**config.mk**
```make
export PLATFORM = sky130hd
export DESIGN_NAME = hdm_host_e1
export DESIGN_NICKNAME = d
export VERILOG_FILES = /design/src/verilog/hdm_pair_buf.v /design/src/verilog/hdm_host_e1.v
export VERILOG_INCLUDE_DIRS = /design/src /design/src/verilog
export SDC_FILE = /design/constraint.sdc
export NUM_CORES = 2
export LEC_CHECK = 0
export ABC_AREA = 1
export BUFFER_PORTS_ARGS = -buffer_cell sky130_fd_sc_hd__buf_2
export CAP_MARGIN = 10
export CELL_PAD_IN_SITES_DETAIL_PLACEMENT = 0
export CELL_PAD_IN_SITES_GLOBAL_PLACEMENT = 1
export CORE_UTILIZATION = 50
export DETAILED_ROUTE_END_ITERATION = 7
export PLACE_DENSITY_LB_ADDON = 0.1
export SLEW_MARGIN = 25
export SYNTH_ARGS = -nofsm -noshare
export SYNTH_HDL_FRONTEND = slang
export SYNTH_SLANG_ARGS = --single-unit
```
**constraint.sdc**
```tcl
create_clock -name clk -period 2.8 [get_ports clk]
set_input_delay 0.42 -clock clk [delete_from_list [all_inputs] [get_ports clk]]
set_output_delay 0.42 -clock clk [all_outputs]
set_load 0.1 [all_outputs]
```
**src/verilog/hdm_map.vh**
```
// Register offsets, field positions, reset values and sizes for the host and E1 front end
`ifndef HDM_MAP_VH
`define HDM_MAP_VH

// ==========================================
// Host port
`define HDM_ADDR_W 7
`define HDM_DATA_W 8
`define HDM_REG_CNT 128
`define HDM_BYTE_ZERO 8'h00

// ==========================================
// Register offsets
`define HDM_OFS_CTRL 7'h00
`define HDM_OFS_FRM_MASK 7'h01
`define HDM_OFS_FRM_STAT 7'h02
`define HDM_OFS_GEN_MASK 7'h03
`define HDM_OFS_GEN_STAT 7'h04
`define HDM_OFS_E1_LAST 7'h05
`define HDM_OFS_E1_STAT 7'h06

// ==========================================
// Control register fields
`define HDM_CTRL_RST 8'h01
`define HDM_CTRL_EDGE_INV 0
`define HDM_CTRL_LINES_LO 1
`define HDM_CTRL_LINES_HI 2
`define HDM_CTRL_UNFRAMED 3

// ==========================================
// Frame-period status bits
`define HDM_FRM_MUX_OH 0
`define HDM_FRM_DEMUX_OH 1
`define HDM_FRM_TRIPLE 2
`define HDM_FRM_W 3
`define HDM_FRM_ZERO 3'h0

// ==========================================
// General status: bit 7 is the E1 buffer overflow, low bits come from the core
`define HDM_GEN_OVF 7
`define HDM_GEN_CORE_W 7

// ==========================================
// E1 byte assembly
`define HDM_BIT_CNT_W 3
`define HDM_BIT_LAST 3'h7
`define HDM_BIT_FIRST 3'h1
`define HDM_BUF_W 9
`define HDM_BUF_DEPTH 2

// ==========================================
// Host access states
`define HDM_ST_W 2

`endif

```
**src/verilog/hdm_pair_buf.v**
```verilog
// Two-entry buffer with valid/ready on both sides
`timescale 1ns/1ps
`include "hdm_map.vh"

module hdm_pair_buf #(
  parameter WIDTH = `HDM_BUF_W
) (
  input wire clk,
  input wire srst,
  input wire in_valid,
  output wire in_ready,
  input wire [WIDTH-1:0] in_data,
  output wire out_valid,
  input wire out_ready,
  output wire [WIDTH-1:0] out_data
);

  reg [WIDTH-1:0] mem_ff [0:`HDM_BUF_DEPTH-1];
  reg wr_ptr_ff;
  reg rd_ptr_ff;
  reg [1:0] count_ff;
  wire push;
  wire pop;

  // ==========================================
  // Flags
  assign in_ready = (count_ff != 2'h2);
  assign out_valid = (count_ff != 2'h0);
  assign push = in_valid & in_ready;
  assign pop = out_valid & out_ready;
  // Output comes straight from the storage flops
  assign out_data = mem_ff[rd_ptr_ff];

  // ==========================================
  // Storage and pointers
  always @(posedge clk) begin
    if (srst) begin
      wr_ptr_ff <= 1'b0;
      rd_ptr_ff <= 1'b0;
      count_ff <= 2'h0;
    end else begin
      if (push) begin
        wr_ptr_ff <= ~wr_ptr_ff;
      end
      if (pop) begin
        rd_ptr_ff <= ~rd_ptr_ff;
      end
      count_ff <= count_ff + {1'b0, push} - {1'b0, pop};
    end
  end

  always @(posedge clk) begin
    if (push) begin
      mem_ff[wr_ptr_ff] <= in_data;
    end
  end

endmodule // hdm_pair_buf

```
**src/verilog/hdm_host_e1.v**
```verilog
// Host parallel port, serial E1 mux input and interrupt outputs of the framer/mapper
`timescale 1ns/1ps
`include "hdm_map.vh"

// Functional notes
// - With bus_style_select high the write strobe is read/write and the read strobe a data strobe, else both are separate strobes.
// - In separate-strobe mode a low read strobe with low chip select drives the addressed register onto the data bus.
// - The host data path is an 8-bit two-way bus with tri-state outputs.
// - In separate-strobe mode a low write strobe with low chip select captures the data bus into the addressed register.
// - E1 data and frame mark are sampled on the E1 clock, on the edge chosen by a control bit.
// - A low reset pin returns all circuits and control registers to their defaults.
// - The frame-period interrupt goes low, when enabled, on mux overhead ready, demux overhead ready or a triple-repeat match.
// - The general interrupt is active low and asserts, when enabled, on any general condition.
// - Both interrupt outputs are timed by the HDSL frame rate.
// - The E1 stream, framed or unframed, is carried to and from one to three HDSL lines.
module hdm_host_e1 (
  input wire clk,
  input wire srst,
  input wire reset_pin_n,
  input wire bus_style_select,
  input wire chip_select_n,
  input wire write_strobe_n,
  input wire read_strobe_n,
  input wire [`HDM_ADDR_W-1:0] host_addr,
  input wire [`HDM_DATA_W-1:0] host_data_in,
  output wire [`HDM_DATA_W-1:0] host_data_out,
  output wire host_data_oe_n,
  input wire mux_line_clock_in,
  input wire mux_line_data_in,
  input wire mux_frame_mark_in,
  output wire [`HDM_DATA_W-1:0] e1_byte_data,
  output wire e1_byte_first,
  output wire e1_byte_valid,
  input wire e1_byte_ready,
  output wire [1:0] active_line_count,
  output wire unframed_mode,
  input wire hdsl_frame_tick,
  input wire mux_oh_ready,
  input wire demux_oh_ready,
  input wire triple_match,
  input wire [`HDM_GEN_CORE_W-1:0] gen_events,
  output wire frame_period_irq_n,
  output wire general_irq_n
);

  localparam ST_IDLE = 2'b00;
  localparam ST_READ = 2'b01;
  localparam ST_WRITE = 2'b10;

  // ==========================================
  // Pin synchronisers: every pin crosses two flops before use
  reg [6:0] pin_s1_ff;
  reg [6:0] pin_s2_ff;
  reg [`HDM_ADDR_W-1:0] addr_s1_ff;
  reg [`HDM_ADDR_W-1:0] addr_s2_ff;
  reg [`HDM_DATA_W-1:0] wdat_s1_ff;
  reg [`HDM_DATA_W-1:0] wdat_s2_ff;
  reg e1_clk_prev_ff;

  always @(posedge clk) begin
    pin_s1_ff <= {reset_pin_n, bus_style_select, chip_select_n, write_strobe_n,
                  read_strobe_n, mux_line_clock_in, mux_line_data_in};
    pin_s2_ff <= pin_s1_ff;
    addr_s1_ff <= host_addr;
    addr_s2_ff <= addr_s1_ff;
    wdat_s1_ff <= host_data_in;
    wdat_s2_ff <= wdat_s1_ff;
  end

  reg mark_s1_ff;
  reg mark_s2_ff;
  always @(posedge clk) begin
    mark_s1_ff <= mux_frame_mark_in;
    mark_s2_ff <= mark_s1_ff;
  end

  wire rst_i = srst | ~pin_s2_ff[6];
  wire style_rw = pin_s2_ff[5];
  wire cs_n_s = pin_s2_ff[4];
  wire wr_n_s = pin_s2_ff[3];
  wire rd_n_s = pin_s2_ff[2];
  wire e1_clk_s = pin_s2_ff[1];
  wire e1_dat_s = pin_s2_ff[0];

  // ==========================================
  // Bus style decode; chip select high masks both strobes
  wire rd_act = ~cs_n_s & ~rd_n_s & (~style_rw | wr_n_s);
  wire wr_act = ~cs_n_s & (style_rw ? (~rd_n_s & ~wr_n_s) : ~wr_n_s);

  // ==========================================
  // Register file
  reg [`HDM_DATA_W-1:0] regs_ff [0:`HDM_REG_CNT-1];
  reg [`HDM_DATA_W-1:0] ctrl_ff;
  reg [`HDM_FRM_W-1:0] frm_mask_ff;
  reg [`HDM_FRM_W-1:0] frm_stat_ff;
  reg [`HDM_DATA_W-1:0] gen_mask_ff;
  reg [`HDM_DATA_W-1:0] gen_stat_ff;
  reg [`HDM_DATA_W-1:0] e1_last_ff;
  reg e1_synced_ff;
  reg [`HDM_ST_W-1:0] st_ff;
  reg [`HDM_ST_W-1:0] nxt_st;
  reg [`HDM_DATA_W-1:0] dout_ff;
  reg oe_n_ff;
  reg frm_irq_n_ff;
  reg gen_irq_n_ff;
  integer i;

  function hit;
    input [`HDM_ADDR_W-1:0] a;
    input [`HDM_ADDR_W-1:0] ofs;
    begin
      hit = (a == ofs);
    end
  endfunction

  function [`HDM_DATA_W-1:0] rd_value;
    input [`HDM_ADDR_W-1:0] a;
    begin
      if (hit(a, `HDM_OFS_CTRL)) rd_value = ctrl_ff;
      else if (hit(a, `HDM_OFS_FRM_MASK)) rd_value = {5'h00, frm_mask_ff};
      else if (hit(a, `HDM_OFS_FRM_STAT)) rd_value = {5'h00, frm_stat_ff};
      else if (hit(a, `HDM_OFS_GEN_MASK)) rd_value = gen_mask_ff;
      else if (hit(a, `HDM_OFS_GEN_STAT)) rd_value = gen_stat_ff;
      else if (hit(a, `HDM_OFS_E1_LAST)) rd_value = e1_last_ff;
      else if (hit(a, `HDM_OFS_E1_STAT)) rd_value = {7'h00, e1_synced_ff};
      else rd_value = regs_ff[a];
    end
  endfunction

  // ==========================================
  // Host access sequencer: one write per strobe, read data refreshed while held
  always @* begin
    case (st_ff)
      ST_IDLE: nxt_st = rd_act ? ST_READ : (wr_act ? ST_WRITE : ST_IDLE);
      ST_READ: nxt_st = rd_act ? ST_READ : ST_IDLE;
      ST_WRITE: nxt_st = wr_act ? ST_WRITE : ST_IDLE;
      default: nxt_st = ST_IDLE;
    endcase
  end

  wire wr_fire = (st_ff == ST_IDLE) & ~rd_act & wr_act;
  wire [`HDM_ADDR_W-1:0] wa = addr_s2_ff;

  always @(posedge clk) begin
    if (rst_i) begin
      st_ff <= ST_IDLE;
      dout_ff <= `HDM_BYTE_ZERO;
      oe_n_ff <= 1'b1;
    end else begin
      st_ff <= nxt_st;
      // Bus released on the clock after the synchronised read strobe ends, so the host may drive
      oe_n_ff <= ~rd_act;
      if (rd_act) begin
        dout_ff <= rd_value(addr_s2_ff);
      end
    end
  end

  assign host_data_out = dout_ff;
  assign host_data_oe_n = oe_n_ff;

  // ==========================================
  // E1 sampling edge and byte assembly
  wire mux_clock_edge_invert = ctrl_ff[`HDM_CTRL_EDGE_INV];
  wire e1_rise = e1_clk_s & ~e1_clk_prev_ff;
  wire e1_fall = ~e1_clk_s & e1_clk_prev_ff;
  wire e1_sample = mux_clock_edge_invert ? e1_fall : e1_rise;

  reg [`HDM_DATA_W-1:0] shift_ff;
  reg [`HDM_BIT_CNT_W-1:0] bit_cnt_ff;
  reg first_pend_ff;
  reg push_ff;
  reg push_first_ff;
  reg [`HDM_DATA_W-1:0] push_data_ff;
  wire buf_in_ready;
  wire [`HDM_DATA_W-1:0] nxt_shift = {shift_ff[`HDM_DATA_W-2:0], e1_dat_s};

  always @(posedge clk) begin
    if (rst_i) begin
      e1_clk_prev_ff <= 1'b0;
      shift_ff <= `HDM_BYTE_ZERO;
      bit_cnt_ff <= {`HDM_BIT_CNT_W{1'b0}};
      first_pend_ff <= 1'b0;
      push_ff <= 1'b0;
      push_first_ff <= 1'b0;
      push_data_ff <= `HDM_BYTE_ZERO;
      e1_last_ff <= `HDM_BYTE_ZERO;
      e1_synced_ff <= 1'b0;
    end else begin
      e1_clk_prev_ff <= e1_clk_s;
      push_ff <= 1'b0;
      if (e1_sample) begin
        shift_ff <= nxt_shift;
        // Frame mark pins this bit as bit 0 of time slot 0
        if (mark_s2_ff) begin
          bit_cnt_ff <= `HDM_BIT_FIRST;
          first_pend_ff <= 1'b1;
          e1_synced_ff <= 1'b1;
        end else begin
          bit_cnt_ff <= bit_cnt_ff + `HDM_BIT_FIRST;
        end
        if (bit_cnt_ff == `HDM_BIT_LAST && !mark_s2_ff) begin
          push_ff <= 1'b1;
          push_first_ff <= first_pend_ff;
          push_data_ff <= nxt_shift;
          e1_last_ff <= nxt_shift;
          first_pend_ff <= 1'b0;
        end
      end
    end
  end

  // A serial line cannot be stalled: a full buffer drops the byte and flags overflow
  wire overflow = push_ff & ~buf_in_ready;

  hdm_pair_buf #(
    .WIDTH(`HDM_BUF_W)
  ) u_buf (
    .clk(clk),
    .srst(rst_i),
    .in_valid(push_ff),
    .in_ready(buf_in_ready),
    .in_data({push_first_ff, push_data_ff}),
    .out_valid(e1_byte_valid),
    .out_ready(e1_byte_ready),
    .out_data({e1_byte_first, e1_byte_data})
  );

  assign active_line_count = ctrl_ff[`HDM_CTRL_LINES_HI:`HDM_CTRL_LINES_LO];
  assign unframed_mode = ctrl_ff[`HDM_CTRL_UNFRAMED];

  // ==========================================
  // Register writes and sticky status; an event in the clearing cycle wins
  wire [`HDM_FRM_W-1:0] frm_ev = {triple_match, demux_oh_ready, mux_oh_ready};
  wire [`HDM_DATA_W-1:0] gen_ev = {overflow, gen_events};

  always @(posedge clk) begin
    if (rst_i) begin
      ctrl_ff <= `HDM_BYTE_ZERO;
      frm_mask_ff <= `HDM_FRM_ZERO;
      frm_stat_ff <= `HDM_FRM_ZERO;
      gen_mask_ff <= `HDM_BYTE_ZERO;
      gen_stat_ff <= `HDM_BYTE_ZERO;
      for (i = 0; i < `HDM_REG_CNT; i = i + 1) begin
        regs_ff[i] <= `HDM_BYTE_ZERO;
      end
    end else begin
      if (wr_fire && hit(wa, `HDM_OFS_CTRL)) ctrl_ff <= wdat_s2_ff;
      if (wr_fire && hit(wa, `HDM_OFS_FRM_MASK)) frm_mask_ff <= wdat_s2_ff[`HDM_FRM_W-1:0];
      if (wr_fire && hit(wa, `HDM_OFS_GEN_MASK)) gen_mask_ff <= wdat_s2_ff;
      if (wr_fire) regs_ff[wa] <= wdat_s2_ff;
      if (wr_fire && hit(wa, `HDM_OFS_FRM_STAT)) begin
        frm_stat_ff <= (frm_stat_ff & ~wdat_s2_ff[`HDM_FRM_W-1:0]) | frm_ev;
      end else begin
        frm_stat_ff <= frm_stat_ff | frm_ev;
      end
      if (wr_fire && hit(wa, `HDM_OFS_GEN_STAT)) begin
        gen_stat_ff <= (gen_stat_ff & ~wdat_s2_ff) | gen_ev;
      end else begin
        gen_stat_ff <= gen_stat_ff | gen_ev;
      end
    end
  end

  // ==========================================
  // Interrupt outputs move only on the HDSL frame tick
  always @(posedge clk) begin
    if (rst_i) begin
      frm_irq_n_ff <= 1'b1;
      gen_irq_n_ff <= 1'b1;
    end else if (hdsl_frame_tick) begin
      frm_irq_n_ff <= ~(|(frm_stat_ff & frm_mask_ff));
      gen_irq_n_ff <= ~(|(gen_stat_ff & gen_mask_ff));
    end
  end

  assign frame_period_irq_n = frm_irq_n_ff;
  assign general_irq_n = gen_irq_n_ff;

endmodule // hdm_host_e1

```
==> metrics.csv <==
metric,value,unit
finalCriticalPeriod,2840,ps
cts.clk_slew.worst_paths,60,ps
ff_latch_area,33600,um2
die_w,316,um
rsz0062_at_grt,yes,
drv_cap,0,
tightest_slew,910,ps
ys_ff_latch,1159,
grt_util_all_layers,0.313,
syn_area_per_cell,10.2,um2
hold_violations,0,
rows,114,
layout-drive-gt1-share,0.149,
dieArea,100000,um2
viasPerCell,5.76,
area_growth,19.2,%
fill_cells,8228,
relSlewSlack,0.391,
crit_type,reg -> reg,
initial_core_util,0.508,
gp_congestion,0.899,
cts_tree,yes,
fin_ws,-41.9,ps
chipHeight,316,um
core,97300,um2
syn_inst,4850,
multiInputGateArea,14300,um2
drtAntennaViolNets,0,
total_power,38.6,mW
io_buffers,60,
preCtsSetupSlack,-181,ps
wl_per_cell,24.3,um
timing.fmax,0.352,GHz
ys_warn_count,0,
first_pass_iters,7,
skew,26.2,ps
crit_required,3390,ps
critPathCaptureType,register,
route.detailed.drc,0,
num_vias,37900,
root_buffer,clkbuf_16,
grt_pass1_vias,35400,
slew_violations,0,
setup_viol,2,
layout.nets,5239,
status,finished with violations,
hold_class,in -> reg,
synthDistinctLibCells,38,
netlist_area,49400,um2
drt-initial-drc-count,4620,
numCtsBuffers,120,
h-tree-depth,3,
ir_drop,0.545,mV
io_pins,61,
antenna_found_initial,1,
critPathArrivalTime,3430,ps
worstSetupStartpointType,register,
path_max_fanout,11,
fin_crit_sh,1.01,
synth_fp_nets,4891,
clock_path_buffers,3,
dp_hpwl,101000,um
routed_wl,160000,um
cts.sinks,1159,
leakage,24.0,nW
yosysSeqAreaShare,0.680,
violations,setup timing,
clkLatencyLatePin,710,ps
grt_pass1_wl,230000,um
grt.overflow.total,0,
power_density,655,nW/um2
grt_max_degree,102,
-- registers in the layout, summed over array words and instances (netlist names), 2 cells and up, named ones only --
name,cells
addr_s2_ff,7
wdat_s1_ff,8
pin_s2_ff,7
push_data_ff,8
u_buf.count_ff,2
pin_s1_ff,7
shift_ff,7
frm_mask_ff,3
wdat_s2_ff,8
gen_stat_ff,8
u_buf.mem_ff,18
regs_ff,1024
bit_cnt_ff,3
host_data_out,8
ctrl_ff,8
frm_stat_ff,3
gen_mask_ff,8
st_ff,2
addr_s1_ff,7
-- synthesized netlist by cell type, drive strengths merged --
library cell / count / share of area
a22oi: 150 / 0.023
edfxtp: 1042 / 0.63
mux2: 9 / 0.0021
o211ai: 17 / 0.0026
nand4: 127 / 0.016
o21bai: 2 / 0.00030
buf: 120 / 0.012
o22ai: 6 / 0.00076
nand2: 1400 / 0.11
a41oi: 8 / 0.0014
clkbuf: 188 / 0.014
nor3: 19 / 0.0026
o21ai: 51 / 0.0052
a211oi: 3 / 0.00046
nand3b: 3 / 0.00046
a31o: 14 / 0.0025
nand3: 157 / 0.016
nor4: 2 / 0.00056
a21oi: 115 / 0.012
xor2: 1 / 0.00018
a221oi: 7 / 0.0012
o221ai: 3 / 0.00053
nor2: 1151 / 0.088
a31oi: 4 / 0.00051
or2: 3 / 0.00038
clkinv: 3 / 0.00023
dfxtp: 117 / 0.047
inv: 122 / 0.0093
ha: 4 / 0.0010
a22o: 2 / 0.00035
-- metrics by stage --
stage	TNS [ps]	cell area (um2)	utilization	hold slack, ps	cells
floorplan	0	49400	-	310	4850
global placement	-458	53900	0.554	310	6285
detailed placement	-1440	53900	0.554	312	6285
CTS	0	58400	0.600	9.08	6551
global route	-982	58900	0.606	69.0	6574
finish	-71.9	58900	0.606	44.8	6577
-- repair_timing --
action                                  4_1_cts  5_1_grt
gates cloned                                  4        8
endpoints found under the hold margin        34        0
endpoints found under the setup margin       16       94
pin swaps                                     3       13
buffers inserted                              6       15
hold buffers                                 34        0
resized for setup                            11       61
-- logic make-up after synthesis --
family,after synthesis,synth area share
adder cells (fa/ha/maj),4,0.00101
AO/OA/AOI/OAI,382,0.0502
AND/OR/NAND/NOR,2862,0.231
XOR/XNOR,1,0.000177
buffers and inverters,433,0.0354
multiplexers,9,0.00205
flip-flops,1159,0.680
-- cell usage in the layout (no fill, tap or decap), drive strengths merged, types with 4 or more instances in the layout --
cell type	n
nand4	127
nor2	1151
a31o	14
nor3	19
mux2	9
a221oi	7
a41oi	8
a22oi	150
ha	4
bufinv	10
o22ai	6
nand2	1400
clkinv	46
nand3	157
dlygate4sd3	34
clkbuf	173
a31oi	4
buf	489
a21oi	115
o211ai	17
edfxtp	1042
inv	123
dfxtp	117
o21ai	51
-- routing by layer --
| layer | wire [um] | up-vias | GRT usage |
|---|---|---|---|
| met5 | 0 | - | 0 |
| met2 | 73300 | 1863 | 0.488 |
| met4 | 5080 | 0 | 0.0962 |
| met1 | 66200 | 18600 | 0.449 |
| met3 | 15000 | 270 | 0.0543 |
| li1 | - | 17200 | - |
-- critical path, stage by stage (launching register included) --
cell,delay (ps)
dfxtp_4,390
inv_4,110
nor2_4,60
buf_6,140
buf_4,150
clkbuf_16,170
a22oi_1,300
nand2_1,170
a21oi_1,370
nand3_1,150
nand3_1,120
nand2_1,90
inv_1,70
nand2_1,110
nand2_1,120
nand2_1,80
nand2_1,60
a21oi_1,50
-- report_power, final --
part	switching (mW)	internal (mW)
clock network	6.69	9.17
logic	2.11	0.883
registers	0.261	19.5
total	9.06	29.6
-- cell type report --
type	count	share of cell area
diodes	3	0.000127
clock buffers	165	0.0565
clock inverters	57	0.00922
inverters	125	0.00892
multi-input cells	3258	0.242
flip-flops and latches	1159	0.571
well taps	1276	0.0271
repair buffers	534	0.0851
-- worst paths after layout --
check / start / endpoint / slack (ps) / depth (start not counted)
setup / recovery: addr_s2_ff[1] / host_data_out[7] / -40 / 17
hold / removal: e1_byte_ready / u_buf.rd_ptr_ff / 40 / 4
setup reg to reg: addr_s2_ff[1] / host_data_out[7] / -40 / 17
hold reg to reg: wdat_s1_ff[5] / wdat_s2_ff[5] / 320 / 0
Note: power is estimated with default switching activity, not from simulation.
